$ cat src/rtl/sdrcfg_map.vh
// Operation
// - the three-bit command mode picks the command driven on the next memory access
// - a new mode acts on the following access to memory; software follows with a write
// - mode 000: each access runs as a normal read or write
// - mode 001: each access drives a no-operation command
// - mode 010: each access drives a precharge of all banks
// - mode 011: each access loads the mode register from access address bits
// - mode 100: each access drives auto-refresh; software precharges all banks first
// - mode 101: each access loads the extended mode register in the addressed bank
// - mode 110: the access puts the memory into deep power-down
// - the 12-bit refresh count loads a down-timer; each expiry starts one refresh; an expiry with a refresh still pending starts none and sets the error flag
// - no refresh other than a mode 100 access is issued before software writes the refresh count
// - column code 00..11 gives 8..11 column bits, reset 8
// - row code 00..10 gives 11..13 row bits, reset 11, code 11 reserved
// - bank bit clear means two banks, set means four, reset two
// - latency code 01..11 gives 1..3 read cycles, reset 2, code 00 reserved
// - bus width bit clear means 32-bit data, set means 16-bit, reset 16-bit
// - write recovery field 0..15 cycles, reset 2
// - row cycle field 0..15 cycles from refresh to activate, reset 7
// - precharge delay 0..15 cycles before any next command, reset 3
// - row to column delay 0..15 cycles from activate to read or write, reset 2
// - activate to precharge delay 0..15 cycles, reset 5
// - exit delay 0..15 cycles from clock enable high to activate, reset 8
`ifndef SDRCFG_MAP_VH
`define SDRCFG_MAP_VH
// register byte offsets
`define SDRCFG_OFS_MODE 8'h00
`define SDRCFG_OFS_REFR 8'h04
`define SDRCFG_OFS_CFG 8'h08
`define SDRCFG_OFS_LPWR 8'h10
`define SDRCFG_OFS_IEN 8'h14
`define SDRCFG_OFS_IDIS 8'h18
`define SDRCFG_OFS_IMSK 8'h1c
`define SDRCFG_OFS_ISTS 8'h20
`define SDRCFG_OFS_MDEV 8'h24
// reset values and writable masks
`define SDRCFG_CFG_RST 32'h852372c0
`define SDRCFG_LPWR_MASK 32'h00003f73
// configuration fields
`define SDRCFG_F_XSR 31:28
`define SDRCFG_F_RAS 27:24
`define SDRCFG_F_RCD 23:20
`define SDRCFG_F_RP 19:16
`define SDRCFG_F_RC 15:12
`define SDRCFG_F_WR 11:8
`define SDRCFG_F_DBW 7
`define SDRCFG_F_CAS 6:5
`define SDRCFG_F_NB 4
`define SDRCFG_F_NR 3:2
`define SDRCFG_F_NC 1:0
// command modes
`define SDRCFG_M_NORMAL 3'h0
`define SDRCFG_M_NOP 3'h1
`define SDRCFG_M_PALL 3'h2
`define SDRCFG_M_LMR 3'h3
`define SDRCFG_M_AREF 3'h4
`define SDRCFG_M_EMR 3'h5
`define SDRCFG_M_DPD 3'h6
// {cs_n, ras_n, cas_n, we_n}
`define SDRCFG_C_NOP 4'h7
`define SDRCFG_C_ACT 4'h3
`define SDRCFG_C_RD 4'h5
`define SDRCFG_C_WR 4'h4
`define SDRCFG_C_PRE 4'h2
`define SDRCFG_C_REF 4'h1
`define SDRCFG_C_LMR 4'h0
`define SDRCFG_C_DPD 4'h6
// geometry bases
`define SDRCFG_COL_BASE 5'h08
`define SDRCFG_ROW_BASE 5'h0b
`define SDRCFG_A10 10
`endif

$ cat src/rtl/sdrcfg_ctrl.v
`timescale 1ns/10ps
`include "sdrcfg_map.vh"
module sdrcfg_ctrl (
   input wire i_sys_clk,
   input wire i_reset,
   input wire i_clk_en,
   // wishbone register slave
   input wire i_wb_cyc,
   input wire i_wb_stb,
   input wire i_wb_we,
   input wire [7:0] i_wb_adr,
   input wire [3:0] i_wb_sel,
   input wire [31:0] i_wb_dat,
   output reg [31:0] o_wb_dat,
   output reg o_wb_ack,
   // system memory access port, word address
   input wire i_mem_req,
   input wire i_mem_we,
   input wire [25:0] i_mem_addr,
   input wire [31:0] i_mem_wdata,
   output reg o_mem_ack,
   output reg [31:0] o_mem_rdata,
   output wire o_mem_busy,
   // sdram pins
   output reg o_sd_cs_n,
   output reg o_sd_ras_n,
   output reg o_sd_cas_n,
   output reg o_sd_we_n,
   output reg o_sd_cke,
   output reg [12:0] o_sd_addr,
   output reg [1:0] o_sd_ba,
   input wire [31:0] i_sd_dq,
   output reg [31:0] o_sd_dq,
   output reg o_sd_dq_oe_n,
   // refresh error level, visible also in the status register
   output wire o_refresh_err
);
   // one-hot states
   localparam [8:0] ST_IDLE = 9'h001;
   localparam [8:0] ST_RW = 9'h002;
   localparam [8:0] ST_DATA = 9'h004;
   localparam [8:0] ST_PRE = 9'h008;
   localparam [8:0] ST_WAIT = 9'h010;
   localparam [8:0] ST_DPD = 9'h020;
   localparam [8:0] ST_ACKW = 9'h040;
   localparam [8:0] ST_RCDW = 9'h080;
   localparam [8:0] ST_XSR = 9'h100;

   reg [2:0] mode_r;
   reg [11:0] refr_cnt_r;
   reg [31:0] cfg_r;
   reg [31:0] lpwr_r;
   reg [1:0] mdev_r;
   reg imsk_r;
   reg ists_r;
   reg armed_r;
   reg [11:0] timer_r;
   reg ref_pend_r;
   reg [8:0] state_r;
   reg [8:0] ret_r;
   reg [3:0] cnt_r;
   reg [3:0] ras_cnt_r;
   reg [12:0] col_r;
   reg we_r;

   // number of column bits, 8..11
   function [4:0] col_bits;
      input [1:0] code;
      begin
         col_bits = `SDRCFG_COL_BASE + {3'h0, code};
      end
   endfunction

   // mask of n low bits in a 26-bit word address
   function [25:0] low_mask;
      input [4:0] n;
      begin
         low_mask = ~(26'h3ffffff << n);
      end
   endfunction

   // cas latency in cycles; the reserved code is run as one cycle
   function [3:0] cas_cycles;
      input [1:0] code;
      begin
         cas_cycles = (code == 2'h0) ? 4'h1 : {2'h0, code};
      end
   endfunction

   wire wb_req = i_wb_cyc & i_wb_stb & ~o_wb_ack;
   wire wb_wr = wb_req & i_wb_we;
   wire [4:0] nc = col_bits(cfg_r[`SDRCFG_F_NC]);
   wire [4:0] nbb = cfg_r[`SDRCFG_F_NB] ? 5'h02 : 5'h01;
   // row code 11 is reserved; it is run as 13 bits
   wire [4:0] nr = (cfg_r[`SDRCFG_F_NR] == 2'h3) ? 5'h0d :
      (`SDRCFG_ROW_BASE + {3'h0, cfg_r[`SDRCFG_F_NR]});
   wire [25:0] col_w = i_mem_addr & low_mask(nc);
   wire [25:0] bank_w = (i_mem_addr >> nc) & low_mask(nbb);
   wire [25:0] row_w = (i_mem_addr >> (nc + nbb)) & low_mask(nr);
   wire refresh_hit = armed_r && (timer_r == 12'h000);

   assign o_mem_busy = ~state_r[0];
   assign o_refresh_err = ists_r;

   // write data merged under byte selects
   function [31:0] merge;
      input [31:0] old;
      input [31:0] din;
      input [3:0] sel;
      begin
         merge = {sel[3] ? din[31:24] : old[31:24], sel[2] ? din[23:16] : old[23:16],
            sel[1] ? din[15:8] : old[15:8], sel[0] ? din[7:0] : old[7:0]};
      end
   endfunction

   // refresh count after a write on the current lanes; only the low 12 bits are kept
   wire [31:0] refr_merged = merge({20'h00000, refr_cnt_r}, i_wb_dat, i_wb_sel);

   // register file; ack one cycle after the request, then dropped
   always @(posedge i_sys_clk) begin
      if (i_reset) begin
         mode_r <= 3'h0;
         refr_cnt_r <= 12'h000;
         cfg_r <= `SDRCFG_CFG_RST;
         lpwr_r <= 32'h00000000;
         mdev_r <= 2'h0;
         imsk_r <= 1'b0;
         armed_r <= 1'b0;
         o_wb_ack <= 1'b0;
         o_wb_dat <= 32'h00000000;
      end else if (i_clk_en) begin
         o_wb_ack <= wb_req;
         o_wb_dat <= 32'h00000000;
         if (wb_wr) begin
            case (i_wb_adr)
               `SDRCFG_OFS_MODE: mode_r <= i_wb_sel[0] ? i_wb_dat[2:0] : mode_r;
               `SDRCFG_OFS_REFR: begin
                  refr_cnt_r <= refr_merged[11:0];
                  armed_r <= armed_r | i_wb_sel[0] | i_wb_sel[1];
               end
               `SDRCFG_OFS_CFG: cfg_r <= merge(cfg_r, i_wb_dat, i_wb_sel);
               `SDRCFG_OFS_LPWR: lpwr_r <= merge(lpwr_r, i_wb_dat, i_wb_sel) & `SDRCFG_LPWR_MASK;
               `SDRCFG_OFS_IEN: imsk_r <= imsk_r | (i_wb_sel[0] & i_wb_dat[0]);
               `SDRCFG_OFS_IDIS: imsk_r <= imsk_r & ~(i_wb_sel[0] & i_wb_dat[0]);
               `SDRCFG_OFS_MDEV: mdev_r <= i_wb_sel[0] ? i_wb_dat[1:0] : mdev_r;
               default: mode_r <= mode_r;
            endcase
         end else if (wb_req) begin
            case (i_wb_adr)
               `SDRCFG_OFS_MODE: o_wb_dat <= {29'h00000000, mode_r};
               `SDRCFG_OFS_REFR: o_wb_dat <= {20'h00000, refr_cnt_r};
               `SDRCFG_OFS_CFG: o_wb_dat <= cfg_r;
               `SDRCFG_OFS_LPWR: o_wb_dat <= lpwr_r;
               `SDRCFG_OFS_IMSK: o_wb_dat <= {31'h00000000, imsk_r};
               `SDRCFG_OFS_ISTS: o_wb_dat <= {31'h00000000, ists_r};
               `SDRCFG_OFS_MDEV: o_wb_dat <= {30'h00000000, mdev_r};
               default: o_wb_dat <= 32'h00000000;
            endcase
         end
      end
   end

   // refresh timer and error flag; a new error wins over the clear by read
   always @(posedge i_sys_clk) begin
      if (i_reset) begin
         timer_r <= 12'h000;
         ref_pend_r <= 1'b0;
         ists_r <= 1'b0;
      end else if (i_clk_en) begin
         if (!armed_r) begin
            // preload the value being written, so arming does not fire an instant refresh
            timer_r <= refr_merged[11:0];
         end else if (refresh_hit) begin
            timer_r <= refr_cnt_r;
         end else begin
            timer_r <= timer_r - 12'h001;
         end
         if (refresh_hit && ref_pend_r) begin
            ists_r <= 1'b1;
         end else if (wb_req && !i_wb_we && i_wb_adr == `SDRCFG_OFS_ISTS) begin
            ists_r <= 1'b0;
         end
         if (refresh_hit) begin
            ref_pend_r <= 1'b1;
         end else if (state_r == ST_IDLE && ref_pend_r && o_sd_cke) begin
            ref_pend_r <= 1'b0;
         end
      end
   end

   // command sequencer; rows are closed after every access, so refresh needs no precharge
   always @(posedge i_sys_clk) begin
      if (i_reset) begin
         state_r <= ST_IDLE;
         ret_r <= ST_IDLE;
         cnt_r <= 4'h0;
         ras_cnt_r <= 4'h0;
         col_r <= 13'h0000;
         we_r <= 1'b0;
         {o_sd_cs_n, o_sd_ras_n, o_sd_cas_n, o_sd_we_n} <= `SDRCFG_C_NOP;
         o_sd_cke <= 1'b1;
         o_sd_addr <= 13'h0000;
         o_sd_ba <= 2'h0;
         o_sd_dq <= 32'h00000000;
         o_sd_dq_oe_n <= 1'b1;
         o_mem_ack <= 1'b0;
         o_mem_rdata <= 32'h00000000;
      end else if (i_clk_en) begin
         {o_sd_cs_n, o_sd_ras_n, o_sd_cas_n, o_sd_we_n} <= `SDRCFG_C_NOP;
         o_mem_ack <= 1'b0;
         o_sd_dq_oe_n <= 1'b1;
         if (ras_cnt_r != 4'h0) begin
            ras_cnt_r <= ras_cnt_r - 4'h1;
         end
         case (state_r)
            ST_IDLE: begin
               if (ref_pend_r) begin
                  {o_sd_cs_n, o_sd_ras_n, o_sd_cas_n, o_sd_we_n} <= `SDRCFG_C_REF;
                  cnt_r <= cfg_r[`SDRCFG_F_RC];
                  ret_r <= ST_IDLE;
                  state_r <= ST_WAIT;
               end else if (i_mem_req) begin
                  // the stored mode acts on this access
                  o_sd_addr <= i_mem_addr[12:0];
                  o_sd_ba <= 2'h0;
                  cnt_r <= 4'h0;
                  ret_r <= ST_ACKW;
                  state_r <= ST_WAIT;
                  case (mode_r)
                     `SDRCFG_M_NORMAL: begin
                        {o_sd_cs_n, o_sd_ras_n, o_sd_cas_n, o_sd_we_n} <= `SDRCFG_C_ACT;
                        o_sd_addr <= row_w[12:0];
                        o_sd_ba <= bank_w[1:0];
                        col_r <= col_w[12:0];
                        we_r <= i_mem_we;
                        ras_cnt_r <= cfg_r[`SDRCFG_F_RAS];
                        // the column state itself takes one cycle, so wait one less
                        cnt_r <= cfg_r[`SDRCFG_F_RCD] - 4'h1;
                        ret_r <= ST_RW;
                        if (cfg_r[`SDRCFG_F_RCD] <= 4'h1) begin
                           state_r <= ST_RW;
                        end
                     end
                     `SDRCFG_M_NOP: begin
                        {o_sd_cs_n, o_sd_ras_n, o_sd_cas_n, o_sd_we_n} <= `SDRCFG_C_NOP;
                     end
                     `SDRCFG_M_PALL: begin
                        {o_sd_cs_n, o_sd_ras_n, o_sd_cas_n, o_sd_we_n} <= `SDRCFG_C_PRE;
                        o_sd_addr[`SDRCFG_A10] <= 1'b1;
                        cnt_r <= cfg_r[`SDRCFG_F_RP];
                     end
                     `SDRCFG_M_LMR: begin
                        {o_sd_cs_n, o_sd_ras_n, o_sd_cas_n, o_sd_we_n} <= `SDRCFG_C_LMR;
                     end
                     `SDRCFG_M_AREF: begin
                        {o_sd_cs_n, o_sd_ras_n, o_sd_cas_n, o_sd_we_n} <= `SDRCFG_C_REF;
                        cnt_r <= cfg_r[`SDRCFG_F_RC];
                     end
                     `SDRCFG_M_EMR: begin
                        {o_sd_cs_n, o_sd_ras_n, o_sd_cas_n, o_sd_we_n} <= `SDRCFG_C_LMR;
                        o_sd_ba <= i_mem_addr[14:13];
                     end
                     `SDRCFG_M_DPD: begin
                        {o_sd_cs_n, o_sd_ras_n, o_sd_cas_n, o_sd_we_n} <= `SDRCFG_C_DPD;
                        o_sd_cke <= 1'b0;
                        o_mem_ack <= 1'b1;
                        state_r <= ST_DPD;
                     end
                     default: begin
                        {o_sd_cs_n, o_sd_ras_n, o_sd_cas_n, o_sd_we_n} <= `SDRCFG_C_NOP;
                     end
                  endcase
               end
            end
            ST_RW: begin
               o_sd_addr <= col_r;
               o_sd_addr[`SDRCFG_A10] <= 1'b0;
               if (we_r) begin
                  {o_sd_cs_n, o_sd_ras_n, o_sd_cas_n, o_sd_we_n} <= `SDRCFG_C_WR;
                  o_sd_dq <= cfg_r[`SDRCFG_F_DBW] ? {16'h0000, i_mem_wdata[15:0]} : i_mem_wdata;
                  o_sd_dq_oe_n <= 1'b0;
                  o_mem_ack <= 1'b1;
                  cnt_r <= cfg_r[`SDRCFG_F_WR];
                  ret_r <= ST_PRE;
               end else begin
                  {o_sd_cs_n, o_sd_ras_n, o_sd_cas_n, o_sd_we_n} <= `SDRCFG_C_RD;
                  cnt_r <= cas_cycles(cfg_r[`SDRCFG_F_CAS]) - 4'h1;
                  ret_r <= ST_DATA;
               end
               state_r <= ST_WAIT;
            end
            ST_DATA: begin
               o_mem_rdata <= cfg_r[`SDRCFG_F_DBW] ? {16'h0000, i_sd_dq[15:0]} : i_sd_dq;
               o_mem_ack <= 1'b1;
               state_r <= ST_PRE;
            end
            ST_PRE: begin
               // the row stays open until the active time has run out
               if (ras_cnt_r == 4'h0) begin
                  {o_sd_cs_n, o_sd_ras_n, o_sd_cas_n, o_sd_we_n} <= `SDRCFG_C_PRE;
                  o_sd_addr[`SDRCFG_A10] <= 1'b1;
                  cnt_r <= cfg_r[`SDRCFG_F_RP];
                  ret_r <= ST_IDLE;
                  state_r <= ST_WAIT;
               end
            end
            ST_WAIT: begin
               if (cnt_r <= 4'h1) begin
                  state_r <= ret_r;
               end else begin
                  cnt_r <= cnt_r - 4'h1;
               end
            end
            ST_ACKW: begin
               o_mem_ack <= 1'b1;
               state_r <= ST_RCDW;
            end
            ST_RCDW: begin
               // gives the master a cycle to drop its request
               state_r <= ST_IDLE;
            end
            ST_DPD: begin
               // leave power-down only once software selects another mode
               if (mode_r != `SDRCFG_M_DPD && !o_mem_ack) begin
                  o_sd_cke <= 1'b1;
                  cnt_r <= cfg_r[`SDRCFG_F_XSR];
                  state_r <= ST_XSR;
               end
            end
            ST_XSR: begin
               ret_r <= ST_IDLE;
               state_r <= ST_WAIT;
            end
            default: state_r <= ST_IDLE;
         endcase
      end
   end
endmodule

$ cat config.mk
export PLATFORM = sky130hd
export DESIGN_NAME = sdrcfg_ctrl
export DESIGN_NICKNAME = d
export VERILOG_FILES = /design/src/rtl/sdrcfg_ctrl.v
export VERILOG_INCLUDE_DIRS = /design/src /design/src/rtl
export SDC_FILE = /design/constraint.sdc
export NUM_CORES = 1
export LEC_CHECK = 0
export BUFFER_PORTS_ARGS = -buffer_cell sky130_fd_sc_hd__buf_2
export CAP_MARGIN = 20
export CORE_MARGIN = 2
export CORE_UTILIZATION = 54
export DETAILED_ROUTE_END_ITERATION = 16
export HOLD_SLACK_MARGIN = 0.03
export PLACE_DENSITY = 0.8
export SLEW_MARGIN = 20
export SYNTH_ARGS = -nofsm -noshare
export SYNTH_HDL_FRONTEND = slang
export SYNTH_SLANG_ARGS = --single-unit
$ cat constraint.sdc
create_clock -name i_sys_clk -period 3.45 [get_ports i_sys_clk]
set_input_delay 0.1725 -clock i_sys_clk [delete_from_list [all_inputs] [get_ports i_sys_clk]]
set_output_delay 0.1725 -clock i_sys_clk [all_outputs]
set_load 0.02 [all_outputs]
==> impl_results.md <==
- CP peak stage delay: 0.94 ns
- Routed wire per std cell: 18.9 um
- Post-CTS Setup Bufs: 0
- RSZ-0062 raised after global routing: false
- Synth Instances: 1,307
- Worst Path Required: 3.83 ns
- Max-Cap Viols: 0
- EDFF count, synth: 0
- Final hold vios: 0
- DRC: 0
- CTS Root Buffer Type: clkbuf_16
- Pwr dens: 463 nW/um2
- Run status: completed
- Synth unique cells: 79
- Area Overhead vs Synth: 30.9%
- Async SR Flop Fraction: 0
- CTS tree: yes
- Primary FF master, synth: dfxtp_1
- Leak: 6.06 nW
- Via density: 5.96
- Clock power share: 0.440
- CP Max Fanout: 14
- Max rail drop VDD: 0.000373 V
- Total CTS buffers: 24
- Startpoint Class: flop
- Syn_area_per_cell: 8.44 um2
- Headroom to the max-slew limit: 0.401
- Min cycle time layout: 2.90 ns
- Commonest non-fill, non-tap cells in the layout: 260 x buf_2, 226 x dfxtp_1, 193 x nand2_1
- FP Rows: 52
- P_int: 4.95 mW
- Die area: 21,600 um2
- Syn Std Cell Area: 11,000 um2
- Final nets: 1,774
- Net Sw Frac: 0.259
- Total routed wirelength: 36,100 um
- Crit path cell chain: ha_1 -> inv_1 -> fa_1 -> buf_4 -> mux4_2 -> mux2i_1 -> a211oi_1 -> a211oi_1 -> nor3_1
- Sequential power share: 0.416
- Clock slew at reported path FFs: 0.06 ns
- Final Max Tran Viols: 0
- Via Count: 11.4k
- Net Sw Power: 1.73 mW
- Antenna violations before repair: 1
- Hold Path Class: in2reg
- Setup Skew: 0.00823 ns
- H-tree Lvls: 1
- # resized after CTS: 0
- Worst skew pair latency: 0.52 ns
- Register area share after synthesis: 0.412
- Final ANT Viol Nets: 0
- GRT Resource Usage Total: 0.321
- Slowest library cell on the worst path: fa_1
- Core area: 20,200 um2
- Global route total overflow: 0
- Initial Util: 0.547
- Final Cycle Share: 0.841
- Detailed Route Iter0 Violations: 1,070
- WS Path Type: reg2reg
- CTS Sinks: 227
- Layout cells sized above 1: 0.224
- Hpwl dp: 23,200 um
- Endpoints failing setup: 0
- Net Count, Synth: 1,458
- Setup TNS: 0 ns
- Vias in the first global route: 11.0k
- Height of the die: 147 um
- Logic pwr share: 0.145
- Setup crit end kind: flop
- Register bit total from synthesis: 227
- CP dominant cell by count: a211oi_1
- GPL Wtd Cong: 0.929
- Fmax: 0.345 GHz
- Warnings from Yosys: 0
- WP data arrival: 3.28 ns
- IO buf count: 261
- Die Wd: 147 um
- DR pass1 iterations: 5
- Largest net degree at the start of global routing: 102
- Worst-Margin Slew: 0.892 ns
- Clk buf depth: 3
- First-pass GRT wire length: 56,900 um
- Commonest non-fill, non-tap cell in the layout: buf_2
- Fin util: 0.716
- # IOs: 263
[state kept, by name, summed over array words and instances (netlist names), 5 cells and up, named ones only]
name	cells
cfg_r	32
o_mem_rdata	32
o_sd_dq	32
o_wb_dat	32
o_sd_addr	13
refr_cnt_r	12
timer_r	12
lpwr_r	11
col_r	10
state_r	9
ret_r	5
[critical path: cells and delay by family, from the launching register on]
family,cells,cell delay (ns)
adder cells (fa/ha/maj),2,1.13
AND/OR/NAND/NOR,1,0.08
buffers and inverters,2,0.31
AO/OA/AOI/OAI,2,0.32
multiplexers,2,0.48
flip-flops,1,0.45
[cell usage after synthesis (all sizes together), types with 4 or more instances]
master	n	share of area
mux4	16	0.033
xnor2	8	0.0064
nand3b	39	0.027
buf	25	0.013
and3	19	0.011
a32o	5	0.0045
nor4b	4	0.0032
nor3b	4	0.0027
a222oi	9	0.0082
a31oi	8	0.0045
mux2i	72	0.065
nand4	7	0.0040
dfxtp	227	0.41
o211ai	9	0.0061
nand2	193	0.066
or3b	5	0.0040
nor4	11	0.0062
nor3	17	0.010
a211oi	30	0.022
nor2b	9	0.0051
nand2b	7	0.0040
nand3	24	0.011
clkbuf	81	0.028
o21a	4	0.0027
nor2	123	0.042
a22oi	31	0.021
o221ai	6	0.0048
o21ai	65	0.029
or3	6	0.0034
inv	19	0.0065
o22ai	4	0.0023
a21oi	133	0.060
and2	9	0.0051
a32oi	6	0.0048
xor2	5	0.0040
ha	8	0.0091
[layer usage]
metal  vias up  GRT usage  wire length (um)
met1      5479      0.423             14900
li1       5342          -                 -
met3        97     0.0460              2510
met5         -          0                 0
met4         0      0.117              1260
met2       485      0.539             17500
[cell type report]
| class | instances | area [um2] |
|---|---|---|
| Multi-Input combinational cell | 955 | 5980 |
| Fill cell | 1537 | 5730 |
| Sequential cell | 227 | 4550 |
| Timing Repair Buffer | 396 | 2610 |
| Clock buffer | 32 | 682 |
| Tap cell | 270 | 338 |
| Clock inverter | 12 | 216 |
| Inverter | 19 | 71.3 |
| Antenna cell | 1 | 2.50 |
[worst paths after layout]
path | from | endpoint | slack (ns) | cells after the start
setup / recovery | cfg_r[0] | o_sd_addr[8] | 0.55 | 9
hold / removal | i_mem_addr[12] | o_sd_addr[12] | 0.11 | 5
setup reg to reg | cfg_r[0] | o_sd_addr[8] | 0.55 | 9
hold reg to reg | o_mem_rdata[8] | o_mem_rdata[8] | 0.45 | 2
[stage by stage]
stage                     hold slack (ns)  power (mW)  instance area (um2)  setup WS (ns)  cells
after floorplan                     0.298        3.39                11000          0.712   1307
final                               0.112        6.68                14400          0.549   1912
after CTS                          0.0910        6.67                14400          0.582   1911
after global routing                0.120        6.89                14400          0.371   1911
after detailed placement            0.390        3.67                12500          0.637   1759
after global placement              0.387        3.66                12500          0.684   1759
[what timing repair did]
action                                  CTS  global route
endpoints found under the setup margin    0             0
hold endpoints to repair                135             0
hold buffers                            108             0
[cells by family (layout without fill, tap and decap cells)]
kind of cell	Yosys count	count (layout)	share of synthesized area
and+or+nand+nor	494	494	0.218
AOI/OAI and AO/OA	348	348	0.202
DFF	227	227	0.412
buffers and inverters	125	459	0.0469
muxes	90	90	0.100
xor gates and xnor gates	13	13	0.0103
adders and majority gates	9	9	0.0109
other	1	2	0.000340
[power groups by stage]
stage                     logic, mW  clock network, mW  registers [mW]
after CTS                     0.948               2.95            2.77
after floorplan               0.563                  0            2.82
final                         0.966               2.94            2.78
after global placement        0.828                  0            2.83
after detailed placement      0.842                  0            2.83
after global routing           1.05               3.07            2.78
No activity file was read; power rests on OpenSTA's default activity.
